`src/core/sfp_pkg.sv`:
```
/*
  Shared constants and types of the speech frame field parser: frame lengths,
  field positions, register map and result encodings.
  Assumes frames arrive most significant bit first, one bit per clock at most.
*/
`default_nettype none

package sfp_pkg;

  ////////////////////////////////////////////////////////////////////////////
  // Frame lengths in bits
  localparam logic [11:0] LEN_SID = 12'h030;
  localparam logic [11:0] LEN_CA = 12'h108;
  localparam logic [11:0] LEN_32K = 12'h280;
  localparam logic [11:0] LEN_48K = 12'h3C0;
  localparam logic [11:0] LEN_64K = 12'h500;
  localparam logic [11:0] LEN_96K = 12'h780;
  localparam logic [11:0] LEN_128K = 12'hA00;
  localparam logic [11:0] LEN_MAX = 12'hA00;
  localparam int HEAD_BITS = 48;
  localparam int TAIL_BITS = 5;

  ////////////////////////////////////////////////////////////////////////////
  // Field positions, counted from the first bit of the frame
  localparam int POS_CORE_FLAG = 0;
  localparam int POS_MDCT_SEL = 1;
  localparam int POS_JOINT = 1;
  localparam int W_JOINT = 4;
  localparam int POS_TRANSFORM_CODER_TYPE = 2;
  localparam int POS_PREV_LP = 2;
  localparam int POS_HQ_RATE = 3;
  localparam int POS_WIDE_BW = 1;
  localparam int POS_WIDE_TRANSFORM_CODER_TYPE = 3;
  localparam int POS_CN_KIND = 0;
  localparam int POS_FD_BW = 1;
  localparam int POS_FD_RATE = 3;
  localparam int POS_FD_GAIN = 4;
  localparam int POS_FD_ENERGY = 11;
  localparam int W_FD_ENERGY = 37;
  localparam int POS_LP_BW = 1;
  localparam int POS_LP_RATE = 2;
  localparam int POS_LP_HANG = 3;
  localparam int POS_LP_PAIRS = 6;
  localparam int W_LP_PAIRS = 29;
  localparam int POS_LP_LBE = 35;
  localparam int POS_LP_TAIL = 42;
  localparam int W_CA_INDEX = 5;
  localparam int POS_CA_RF_FLAG = 4;

  ////////////////////////////////////////////////////////////////////////////
  // Register map, byte addresses
  localparam logic [4:0] REG_CTRL = 5'h00;
  localparam logic [4:0] REG_COUNT = 5'h04;
  localparam logic [4:0] REG_LAST = 5'h08;
  localparam logic [4:0] REG_AWARE = 5'h0C;
  localparam int CTRL_ENABLE = 0;
  localparam int CTRL_CLEAR = 1;
  localparam logic CTRL_ENABLE_RST = 1'b1;

  ////////////////////////////////////////////////////////////////////////////
  // Result encodings
  typedef enum logic [1:0] {KIND_RATE, KIND_SID_SPECTRAL, KIND_SID_PREDICTIVE, KIND_AWARE} sfp_kind_e;
  typedef enum logic [1:0] {CORE_NONE, CORE_PREDICTIVE, CORE_HQ_TRANSFORM, CORE_TRANSFORM_EXC} sfp_core_e;
  typedef enum logic [2:0] {
    RTYPE_EMPTY, RTYPE_TRANSFORM_FREQ, RTYPE_TRANSFORM_TIME1, RTYPE_TRANSFORM_TIME2,
    RTYPE_ALL_PREDICTED, RTYPE_UNPREDICTED, RTYPE_GENERIC_PREDICTED, RTYPE_NOISE_EXCITED
  } sfp_rtype_e;

endpackage

`default_nettype wire

```
`src/core/sfp_bit_collect.sv`:
```
/*
  Bit collector: counts the bits of one frame, keeps its first 48 bits and its
  last 5 bits, and pulses done with the frame's length after the last bit.
  Assumes the caller only presents bits it has accepted.
*/
`timescale 1ns/1ps
`default_nettype none

module sfp_bit_collect (
  // Clock and reset
  input wire logic mclk,
  input wire logic nrst,
  // Accepted bits
  input wire logic bit_valid,
  input wire logic bit_data,
  input wire logic bit_last,
  // Collected frame
  output logic done_q,
  output logic [47:0] head_q,
  output logic [4:0] tail_q,
  output logic [11:0] len_q,
  output logic over_q
);

  logic [11:0] count_q;
  logic over_run_q;
  logic [11:0] count_d;

  assign count_d = count_q + 12'h001;

  ////////////////////////////////////////////////////////////////////////////
  // Bit counter and overlength flag of the frame in progress
  always_ff @(posedge mclk)
  begin
    if (!nrst)
    begin
      count_q <= 12'h000;
      over_run_q <= 1'b0;
    end
    else if (bit_valid)
    begin
      count_q <= bit_last ? 12'h000 : count_d;
      over_run_q <= bit_last ? 1'b0 : (over_run_q | (count_q >= sfp_pkg::LEN_MAX));
    end
  end

  ////////////////////////////////////////////////////////////////////////////
  // Head and tail windows, first bit lands in the top of head
  always_ff @(posedge mclk)
  begin
    if (!nrst)
    begin
      head_q <= 48'h0000_0000_0000;
      tail_q <= 5'h00;
    end
    else if (bit_valid)
    begin
      if (count_q < 12'(sfp_pkg::HEAD_BITS))
      begin
        head_q[6'(sfp_pkg::HEAD_BITS - 1) - count_q[5:0]] <= bit_data;
      end
      tail_q <= {tail_q[3:0], bit_data};
    end
  end

  ////////////////////////////////////////////////////////////////////////////
  // End of frame report
  always_ff @(posedge mclk)
  begin
    if (!nrst)
    begin
      done_q <= 1'b0;
      len_q <= 12'h000;
      over_q <= 1'b0;
    end
    else
    begin
      done_q <= bit_valid & bit_last;
      if (bit_valid && bit_last)
      begin
        len_q <= count_d;
        over_q <= over_run_q | (count_q >= sfp_pkg::LEN_MAX);
      end
    end
  end

endmodule

`default_nettype wire

```
`src/core/sfp_parser.sv`:
```
/*
  Speech frame field parser: takes coded frames bit-serially, identifies the
  layout from the frame length and the leading flags, and presents the decoded
  signalling fields. Status and control through an Avalon-MM slave.
  Assumes the source marks the last bit of each frame and honours in_ready.
*/
`timescale 1ns/1ps
`default_nettype none

//////////////////////////////////////////////////////////////////////////////
module sfp_parser (
  // Clock and reset
  input wire logic mclk,
  input wire logic nrst,
  // Frame bit stream
  input wire logic in_valid,
  input wire logic in_bit,
  input wire logic in_last,
  output logic in_ready,
  // Decoded result
  output logic res_valid,
  output logic res_err,
  output var sfp_pkg::sfp_kind_e res_kind,
  output var sfp_pkg::sfp_core_e res_core,
  output logic [1:0] res_bw,
  output logic [3:0] res_ctype,
  output logic res_prev_lp,
  output logic res_int16k,
  output logic res_fd_ext,
  // Silence descriptor fields
  output logic [6:0] res_sid_gain,
  output logic [36:0] res_sid_env,
  output logic [2:0] res_sid_hang,
  output logic [5:0] res_sid_extra,
  // Channel-aware fields
  output logic [4:0] res_ca_index,
  output logic res_rf_active,
  output logic [2:0] res_rf_offset,
  output var sfp_pkg::sfp_rtype_e res_rf_type,
  // Avalon-MM slave
  input wire logic [4:0] avs_address,
  input wire logic avs_read,
  input wire logic avs_write,
  input wire logic [31:0] avs_writedata,
  input wire logic [3:0] avs_byteenable,
  output logic [31:0] avs_readdata,
  output logic avs_waitrequest
);

  ////////////////////////////////////////////////////////////////////////////
  // Helpers

  // Field of w bits starting at pos, first bit most significant
  function automatic logic [7:0] fld(input logic [47:0] h, input int pos, input int w);
    logic [47:0] s;
    s = h >> (48 - pos - w);
    fld = s[7:0] & 8'((1 << w) - 1);
  endfunction

  // Offset code to frame count
  function automatic logic [2:0] rf_frames(input logic [1:0] code);
    case (code)
      2'h0: rf_frames = 3'h2;
      2'h1: rf_frames = 3'h3;
      2'h2: rf_frames = 3'h5;
      default: rf_frames = 3'h7;
    endcase
  endfunction

  ////////////////////////////////////////////////////////////////////////////
  // Collector

  logic enable_q;
  logic done;
  logic [47:0] head;
  logic [4:0] tail;
  logic [11:0] len;
  logic over;

  assign in_ready = enable_q;

  sfp_bit_collect u_collect (
    .mclk(mclk),
    .nrst(nrst),
    .bit_valid(in_valid & in_ready),
    .bit_data(in_bit),
    .bit_last(in_last),
    .done_q(done),
    .head_q(head),
    .tail_q(tail),
    .len_q(len),
    .over_q(over)
  );

  ////////////////////////////////////////////////////////////////////////////
  // Layout decode

  logic ok_d;
  sfp_pkg::sfp_kind_e kind_d;
  sfp_pkg::sfp_core_e core_d;
  logic [1:0] bw_d;
  logic [3:0] ctype_d;
  logic prev_lp_d;
  logic int16k_d;
  logic fd_ext_d;
  logic [6:0] gain_d;
  logic [36:0] env_d;
  logic [2:0] hang_d;
  logic [5:0] extra_d;
  logic [4:0] ca_index_d;
  logic rf_active_d;
  logic [2:0] rf_offset_d;
  sfp_pkg::sfp_rtype_e rf_type_d;

  // Shared high-quality transform tail
  logic hq_prev;
  logic hq_rate;
  assign hq_prev = head[47 - sfp_pkg::POS_PREV_LP];
  assign hq_rate = head[47 - sfp_pkg::POS_HQ_RATE];

  always_comb
  begin
    ok_d = !over;
    kind_d = sfp_pkg::KIND_RATE;
    core_d = sfp_pkg::CORE_NONE;
    bw_d = 2'h0;
    ctype_d = 4'h0;
    prev_lp_d = 1'b0;
    int16k_d = 1'b0;
    fd_ext_d = 1'b0;
    gain_d = 7'h00;
    env_d = 37'h0;
    hang_d = 3'h0;
    extra_d = 6'h00;
    ca_index_d = 5'h00;
    rf_active_d = 1'b0;
    rf_offset_d = 3'h0;
    rf_type_d = sfp_pkg::RTYPE_EMPTY;
    if (len == sfp_pkg::LEN_32K)
    begin
      if (!head[47 - sfp_pkg::POS_CORE_FLAG])
      begin
        core_d = sfp_pkg::CORE_PREDICTIVE;
        ctype_d = 4'(fld(head, sfp_pkg::POS_JOINT, sfp_pkg::W_JOINT));
      end
      else if (head[47 - sfp_pkg::POS_MDCT_SEL])
      begin
        core_d = sfp_pkg::CORE_TRANSFORM_EXC;
        ctype_d = {2'h0, 2'(fld(head, sfp_pkg::POS_TRANSFORM_CODER_TYPE, 2))};
      end
      else
      begin
        core_d = sfp_pkg::CORE_HQ_TRANSFORM;
        prev_lp_d = hq_prev;
        int16k_d = hq_prev & hq_rate;
      end
    end
    else if (len == sfp_pkg::LEN_48K || len == sfp_pkg::LEN_96K || len == sfp_pkg::LEN_128K)
    begin
      core_d = sfp_pkg::CORE_TRANSFORM_EXC;
      bw_d = 2'(fld(head, sfp_pkg::POS_WIDE_BW, 2));
      ctype_d = {1'b0, 3'(fld(head, sfp_pkg::POS_WIDE_TRANSFORM_CODER_TYPE, 3))};
    end
    else if (len == sfp_pkg::LEN_64K)
    begin
      if (!head[47 - sfp_pkg::POS_CORE_FLAG])
      begin
        core_d = sfp_pkg::CORE_PREDICTIVE;
        ctype_d = 4'(fld(head, sfp_pkg::POS_JOINT, sfp_pkg::W_JOINT));
        fd_ext_d = 1'b1;
      end
      else
      begin
        core_d = sfp_pkg::CORE_HQ_TRANSFORM;
        prev_lp_d = head[47 - sfp_pkg::POS_MDCT_SEL];
        int16k_d = head[47 - sfp_pkg::POS_MDCT_SEL] & hq_prev;
      end
    end
    else if (len == sfp_pkg::LEN_SID)
    begin
      if (!head[47 - sfp_pkg::POS_CN_KIND])
      begin
        kind_d = sfp_pkg::KIND_SID_SPECTRAL;
        bw_d = 2'(fld(head, sfp_pkg::POS_FD_BW, 2));
        int16k_d = head[47 - sfp_pkg::POS_FD_RATE];
        gain_d = 7'(fld(head, sfp_pkg::POS_FD_GAIN, 7));
        env_d = head[47 - sfp_pkg::POS_FD_ENERGY -: sfp_pkg::W_FD_ENERGY];
      end
      else
      begin
        kind_d = sfp_pkg::KIND_SID_PREDICTIVE;
        bw_d = {1'b0, head[47 - sfp_pkg::POS_LP_BW]};
        int16k_d = head[47 - sfp_pkg::POS_LP_RATE];
        hang_d = 3'(fld(head, sfp_pkg::POS_LP_HANG, 3));
        env_d = {8'h00, head[47 - sfp_pkg::POS_LP_PAIRS -: sfp_pkg::W_LP_PAIRS]};
        gain_d = 7'(fld(head, sfp_pkg::POS_LP_LBE, 7));
        // Wide: 6 envelope bits; super-wide: 4 energy bits then 2 unused
        extra_d = head[47 - sfp_pkg::POS_LP_TAIL -: 6] & (bw_d[0] ? 6'h3C : 6'h3F);
      end
    end
    else if (len == sfp_pkg::LEN_CA)
    begin
      kind_d = sfp_pkg::KIND_AWARE;
      ca_index_d = 5'(fld(head, 0, sfp_pkg::W_CA_INDEX));
      rf_active_d = ca_index_d[sfp_pkg::W_CA_INDEX - 1 - sfp_pkg::POS_CA_RF_FLAG];
      if (rf_active_d)
      begin
        rf_offset_d = rf_frames(tail[4:3]);
        rf_type_d = sfp_pkg::sfp_rtype_e'(tail[2:0]);
      end
      else if (tail != 5'h00)
      begin
        ok_d = 1'b0;
      end
    end
    else
    begin
      ok_d = 1'b0;
    end
  end

  ////////////////////////////////////////////////////////////////////////////
  // Result registers: valid and error pulse once per frame, fields held until the next good frame

  always_ff @(posedge mclk)
  begin
    if (!nrst)
    begin
      res_valid <= 1'b0;
      res_err <= 1'b0;
    end
    else
    begin
      res_valid <= done & ok_d;
      res_err <= done & !ok_d;
    end
  end

  always_ff @(posedge mclk)
  begin
    if (!nrst)
    begin
      res_kind <= sfp_pkg::KIND_RATE;
      res_core <= sfp_pkg::CORE_NONE;
      res_bw <= 2'h0;
      res_ctype <= 4'h0;
      res_prev_lp <= 1'b0;
      res_int16k <= 1'b0;
      res_fd_ext <= 1'b0;
      res_sid_gain <= 7'h00;
      res_sid_env <= 37'h0;
      res_sid_hang <= 3'h0;
      res_sid_extra <= 6'h00;
      res_ca_index <= 5'h00;
      res_rf_active <= 1'b0;
      res_rf_offset <= 3'h0;
      res_rf_type <= sfp_pkg::RTYPE_EMPTY;
    end
    else if (done && ok_d)
    begin
      res_kind <= kind_d;
      res_core <= core_d;
      res_bw <= bw_d;
      res_ctype <= ctype_d;
      res_prev_lp <= prev_lp_d;
      res_int16k <= int16k_d;
      res_fd_ext <= fd_ext_d;
      res_sid_gain <= gain_d;
      res_sid_env <= env_d;
      res_sid_hang <= hang_d;
      res_sid_extra <= extra_d;
      res_ca_index <= ca_index_d;
      res_rf_active <= rf_active_d;
      res_rf_offset <= rf_offset_d;
      res_rf_type <= rf_type_d;
    end
  end

  ////////////////////////////////////////////////////////////////////////////
  // Avalon-MM slave, one wait state on every access

  logic ack_q;
  logic [15:0] frame_cnt_q;
  logic [15:0] err_cnt_q;
  logic [11:0] last_len_q;
  logic clear_cmd;
  logic [31:0] rd_d;

  assign avs_waitrequest = (avs_read | avs_write) & !ack_q;
  assign clear_cmd = avs_write & ack_q & (avs_address == sfp_pkg::REG_CTRL) & avs_byteenable[0]
    & avs_writedata[sfp_pkg::CTRL_CLEAR];

  always_ff @(posedge mclk)
  begin
    if (!nrst)
    begin
      ack_q <= 1'b0;
    end
    else
    begin
      ack_q <= (avs_read | avs_write) & !ack_q;
    end
  end

  always_ff @(posedge mclk)
  begin
    if (!nrst)
    begin
      enable_q <= sfp_pkg::CTRL_ENABLE_RST;
    end
    else if (avs_write && ack_q && avs_address == sfp_pkg::REG_CTRL && avs_byteenable[0])
    begin
      enable_q <= avs_writedata[sfp_pkg::CTRL_ENABLE];
    end
  end

  // A clear in the same cycle as a count leaves the counter at one
  always_ff @(posedge mclk)
  begin
    if (!nrst)
    begin
      frame_cnt_q <= 16'h0000;
      err_cnt_q <= 16'h0000;
      last_len_q <= 12'h000;
    end
    else
    begin
      frame_cnt_q <= (clear_cmd ? 16'h0000 : frame_cnt_q) + {15'h0000, res_valid};
      err_cnt_q <= (clear_cmd ? 16'h0000 : err_cnt_q) + {15'h0000, res_err};
      if (done)
      begin
        last_len_q <= len;
      end
    end
  end

  always_comb
  begin
    rd_d = 32'h0000_0000;
    if (avs_address == sfp_pkg::REG_CTRL)
    begin
      rd_d[sfp_pkg::CTRL_ENABLE] = enable_q;
    end
    else if (avs_address == sfp_pkg::REG_COUNT)
    begin
      rd_d = {err_cnt_q, frame_cnt_q};
    end
    else if (avs_address == sfp_pkg::REG_LAST)
    begin
      rd_d = {2'h0, res_int16k, res_prev_lp, res_fd_ext, res_bw, res_ctype, res_core, res_kind, 5'h00, last_len_q};
    end
    else if (avs_address == sfp_pkg::REG_AWARE)
    begin
      rd_d = {20'h00000, res_rf_active, res_rf_type, res_rf_offset, res_ca_index};
    end
  end

  always_ff @(posedge mclk)
  begin
    if (!nrst)
    begin
      avs_readdata <= 32'h0000_0000;
    end
    else if (avs_read && !ack_q)
    begin
      avs_readdata <= rd_d;
    end
  end
endmodule

`default_nettype wire

```
`config.mk`:
```
export PLATFORM = sky130hd
export DESIGN_NAME = sfp_parser
export DESIGN_NICKNAME = d
export VERILOG_FILES = /design/src/core/sfp_pkg.sv /design/src/core/sfp_bit_collect.sv /design/src/core/sfp_parser.sv
export SDC_FILE = /design/constraint.sdc
export NUM_CORES = 1
export LEC_CHECK = 0
export ABC_CLOCK_PERIOD_IN_PS = 3500
export BUFFER_PORTS_ARGS = -buffer_cell sky130_fd_sc_hd__buf_2
export CAP_MARGIN = 10
export CORE_ASPECT_RATIO = 0.8
export CORE_MARGIN = 4
export CORE_UTILIZATION = 50
export DETAILED_ROUTE_END_ITERATION = 8
export MAX_ROUTING_LAYER = met4
export PLACE_DENSITY = 0.72
export SLEW_MARGIN = 10
export SYNTH_ARGS = -nofsm -noshare
export SYNTH_HDL_FRONTEND = slang
export SYNTH_SLANG_ARGS = --single-unit
```
`constraint.sdc`:
```
create_clock -name mclk -period 3.5 [get_ports mclk]
set_input_delay 0.175 -clock mclk [delete_from_list [all_inputs] [get_ports mclk]]
set_output_delay 0.175 -clock mclk [all_outputs]
set_load 0.005 [all_outputs]
```
==> results.ini <==
[status]
run_status = finished, final reports clean

[sta]
setup_repair_after_global_routing_missed_its_margin = no
hold-worst-slack_ns = 0.128
final_critical_path_setup_slack_ns = 0.897
worst-slew-pin-transition_ns = 1.09
maxClockFrequency_mhz = 384
slew_violations = 0
final.min_clock_period_ns = 2.60
clock-skew-final_ns = 0.00868
period_share = 0.744
hold_viol_final = 0
tns_ns = 0
setup_violations = 0
relSlewSlack = 0.272

[route]
drt-pass1-iter-count = 6
post_drt_via_cell_ratio = 5.93
wl_per_cell_um = 17.9
drt_first_iter_violations = 1061
drc = 0
final_antenna_net_count = 0
vias = 9519
wl_um = 28700

[clock_network]
cts_tree = yes
cts_made_buffers = 25
cts_max_level = 1
worst_skew_pair.late_latency_ns = 0.52
ctsResizeCount = 0
clk_path_buf_depth = 3
cts_root_buffer = clkbuf_16
postCtsHoldBufs = 4
numClockSinks = 237
cts_setup_buffers = 0
clkTransAtPathRegs_ns = 0.06

[grt]
grt_start_max_net_pins = 73
grt_first_pass_wirelength_um = 46600
grt_residual_overflow = 0
grt_usage = 0.234
grt_antenna_before_repair = 1
first_global_vias = 8648

[placement]
gp_congestion = 0.932
port_bufs = 128
detailed_place_hpwl_um = 19600
preCtsSetupSlack_ns = 0.836

[pwr]
static-leakage-power_uw = 0.00484
power.net_switching_uw = 1280
fin_total_pwr_uw = 5750
ir_drop_v = 0.000416
combinationalPowerShare = 0.043
internal_power_uw = 4470
pwr_density_cell_nw_per_um2 = 458
part_of_the_total_power_dissipated_in_the_clock_network = 0.480
p_seq_frac = 0.476
netSwitchingFraction = 0.223

[die]
initial_utilization = 0.508
die-area_um2 = 24400
core_region_area_um2 = 21600
top_level_ports = 162
num_rows = 48
die_h_um = 140
dieWidth_um = 173

[synth]
synth_instances = 1245
ys_seq_area_frac = 0.433
synthTopCellsByArea = dfxtp_1 43%, mux2i_1 11%, nand2_1 5.2%
synth_most_common_cell = dfxtp_1
post_synth_num_cell_types = 65
synth_async_sr_flop_share = 0
netlist_top_cells_count = 237 x dfxtp_1, 152 x nand2_1, 129 x nor2_1, 117 x mux2i_1, 89 x clkbuf_1
synth_largest_area_cell = dfxtp_1
syn_area_per_cell_um2 = 8.80
synth_seq_cells = 237
mappedNetlistArea_um2 = 11000
mappedNetlistNets = 1299
yosys.area.top_type_share = 0.433
synthFlopType = dfxtp_1
synth_enable_flop_cells = 0
yosys_warnings = 0

[critical_path]
r2r_setup_slack_ns = 0.90
timing.reg2reg.worst_path_depth = 5
crit-reg2reg-launch = u_collect.len_q[2]
endpoint_kind = register
critPathSlowestCell = or3_1
crit-reg2reg-capture = res_sid_env[32]
family_with_the_most_delay_on_the_worst_path = simple AND/OR/NAND/NOR gates
cp_num_buf_inv = 0
critical_path.cell_chain = nor3_2 -> nand4_1 -> or3_1 -> nor2_1 -> a32o_1
crit_path_max_incr_delay_ns = 0.73
timing.critical_path.arrival_ns = 3.06
startpoint_type = register
path_class = reg2reg
timing.critical_path.required_ns = 3.96
path_max_fanout = 12

[flow_run]
timing.max_cap.violations = 0

[cells_and_area]
areaGrowthSynthToFinish_pct = 14.6
drive_above_1_share = 0.183
finish.net_count = 1365
diodes = 0
fillers = 1897

[worst_hold_path]
hold_end = u_collect.count_q[1]
worst_hold_startpoint = in_last
hold_class = in2reg
worst_hold_path.num_cells = 3

sequential cells by signal (all words and copies together) (netlist names), 2 cells and up:
name               count
res_sid_hang           3
res_bw                 2
res_sid_env           37
u_collect.head_q      48
res_sid_extra          6
avs_readdata          32
res_ctype              4
last_len_q            12
res_core               2
frame_cnt_q           16
res_sid_gain           7
res_rf_type            3
res_rf_offset          3
err_cnt_q             16
u_collect.len_q       12
u_collect.tail_q       5
u_collect.count_q     12
res_ca_index           5
res_kind               2
power by group through the flow:
stage	clock network [uW]	registers, uW	logic [uW]
after global routing	2930	2740	273
after detailed placement	0	2800	243
final	2760	2740	249
after CTS	2810	2740	247
after floorplan	0	2790	182
after global placement	0	2800	241
final cells by class:
type / count / area [um2] / share of cell area
well taps: 275 / 344 / 0.0274
multi-input cells: 887 / 5720 / 0.456
clock buffers: 33 / 726 / 0.0578
repair buffers: 149 / 823 / 0.0656
flip-flops and latches: 237 / 4750 / 0.378
clock inverters: 13 / 150 / 0.0120
inverters: 11 / 42.5 / 0.00339
worst register-to-register path: stages (launching register included):
cell and delay (ns):
dfxtp_1 0.37, nor3_2 0.47, nand4_1 0.36, or3_1 0.73, nor2_1 0.45, a32o_1 0.18
layout by cell type, fill, tap and decap left out, types with 6 or more instances in the layout:
cell type | synthesis | final
a21oi_1 | 46 | 46
a221oi_1 | 14 | 14
a22oi_1 | 13 | 13
a32o_1 | 13 | 13
and2_1 | 19 | 19
and4_1 | 7 | 7
buf_2 | 5 | 127
buf_4 | 3 | 17
clkbuf_16 | 0 | 25
clkbuf_8 | 0 | 7
clkinv_2 | 0 | 8
dfxtp_1 | 237 | 236
ha_1 | 6 | 6
inv_1 | 10 | 10
mux2_2 | 38 | 38
mux2i_1 | 117 | 117
nand2_1 | 152 | 152
nand3_1 | 46 | 46
nand4_1 | 45 | 45
nor2_1 | 129 | 128
nor3_1 | 39 | 39
nor3b_1 | 7 | 6
nor4_1 | 21 | 21
nor4b_1 | 7 | 7
o21ai_0 | 36 | 36
o22ai_1 | 10 | 10
or3_1 | 8 | 8
xnor2_1 | 25 | 25
xor2_1 | 12 | 12
layer usage:
metal  track usage  wire length (um)  vias up
met1         0.353             14100     4549
met4        0.0424               379        0
li1              -                 -     4589
met5             -                 0        -
met2         0.335             12200      352
met3        0.0343              2020       29
worst max path at each step:
stage / to / start / depth (start not counted) / slack (ns)
after floorplan: res_sid_extra[1] / u_collect.len_q[6] / 8 / 1.44
after global placement: err_cnt_q[8] / avs_address[1] / 9 / 0.93
after detailed placement: err_cnt_q[8] / avs_address[1] / 9 / 0.84
after CTS: res_sid_env[32] / u_collect.len_q[2] / 5 / 0.93
after global routing: res_sid_env[32] / u_collect.len_q[2] / 5 / 0.70
final: res_sid_env[32] / u_collect.len_q[2] / 5 / 0.90
logic make-up (layout without fill, tap and decap cells):
logic type                 Yosys count  in the layout  share of synthesized area
buffers and inverters              121            206                     0.0466
muxes                              155            155                      0.146
and+or+nand+nor                    520            520                      0.235
DFF                                237            237                      0.433
AOI/OAI and AO/OA                  169            169                      0.103
adders and majority gates            6              6                    0.00685
xor gates and xnor gates            37             37                     0.0296
metrics by stage:
stage           util  instances  instance area, um2
2_1_floorplan      -       1245               11000
3_3_place_gp   0.540       1555               11600
3_5_place_dp   0.540       1555               11600
4_1_cts        0.582       1605               12500
5_1_grt        0.582       1605               12500
6_report       0.582       1605               12500
No activity file was read; power rests on OpenSTA's default activity.
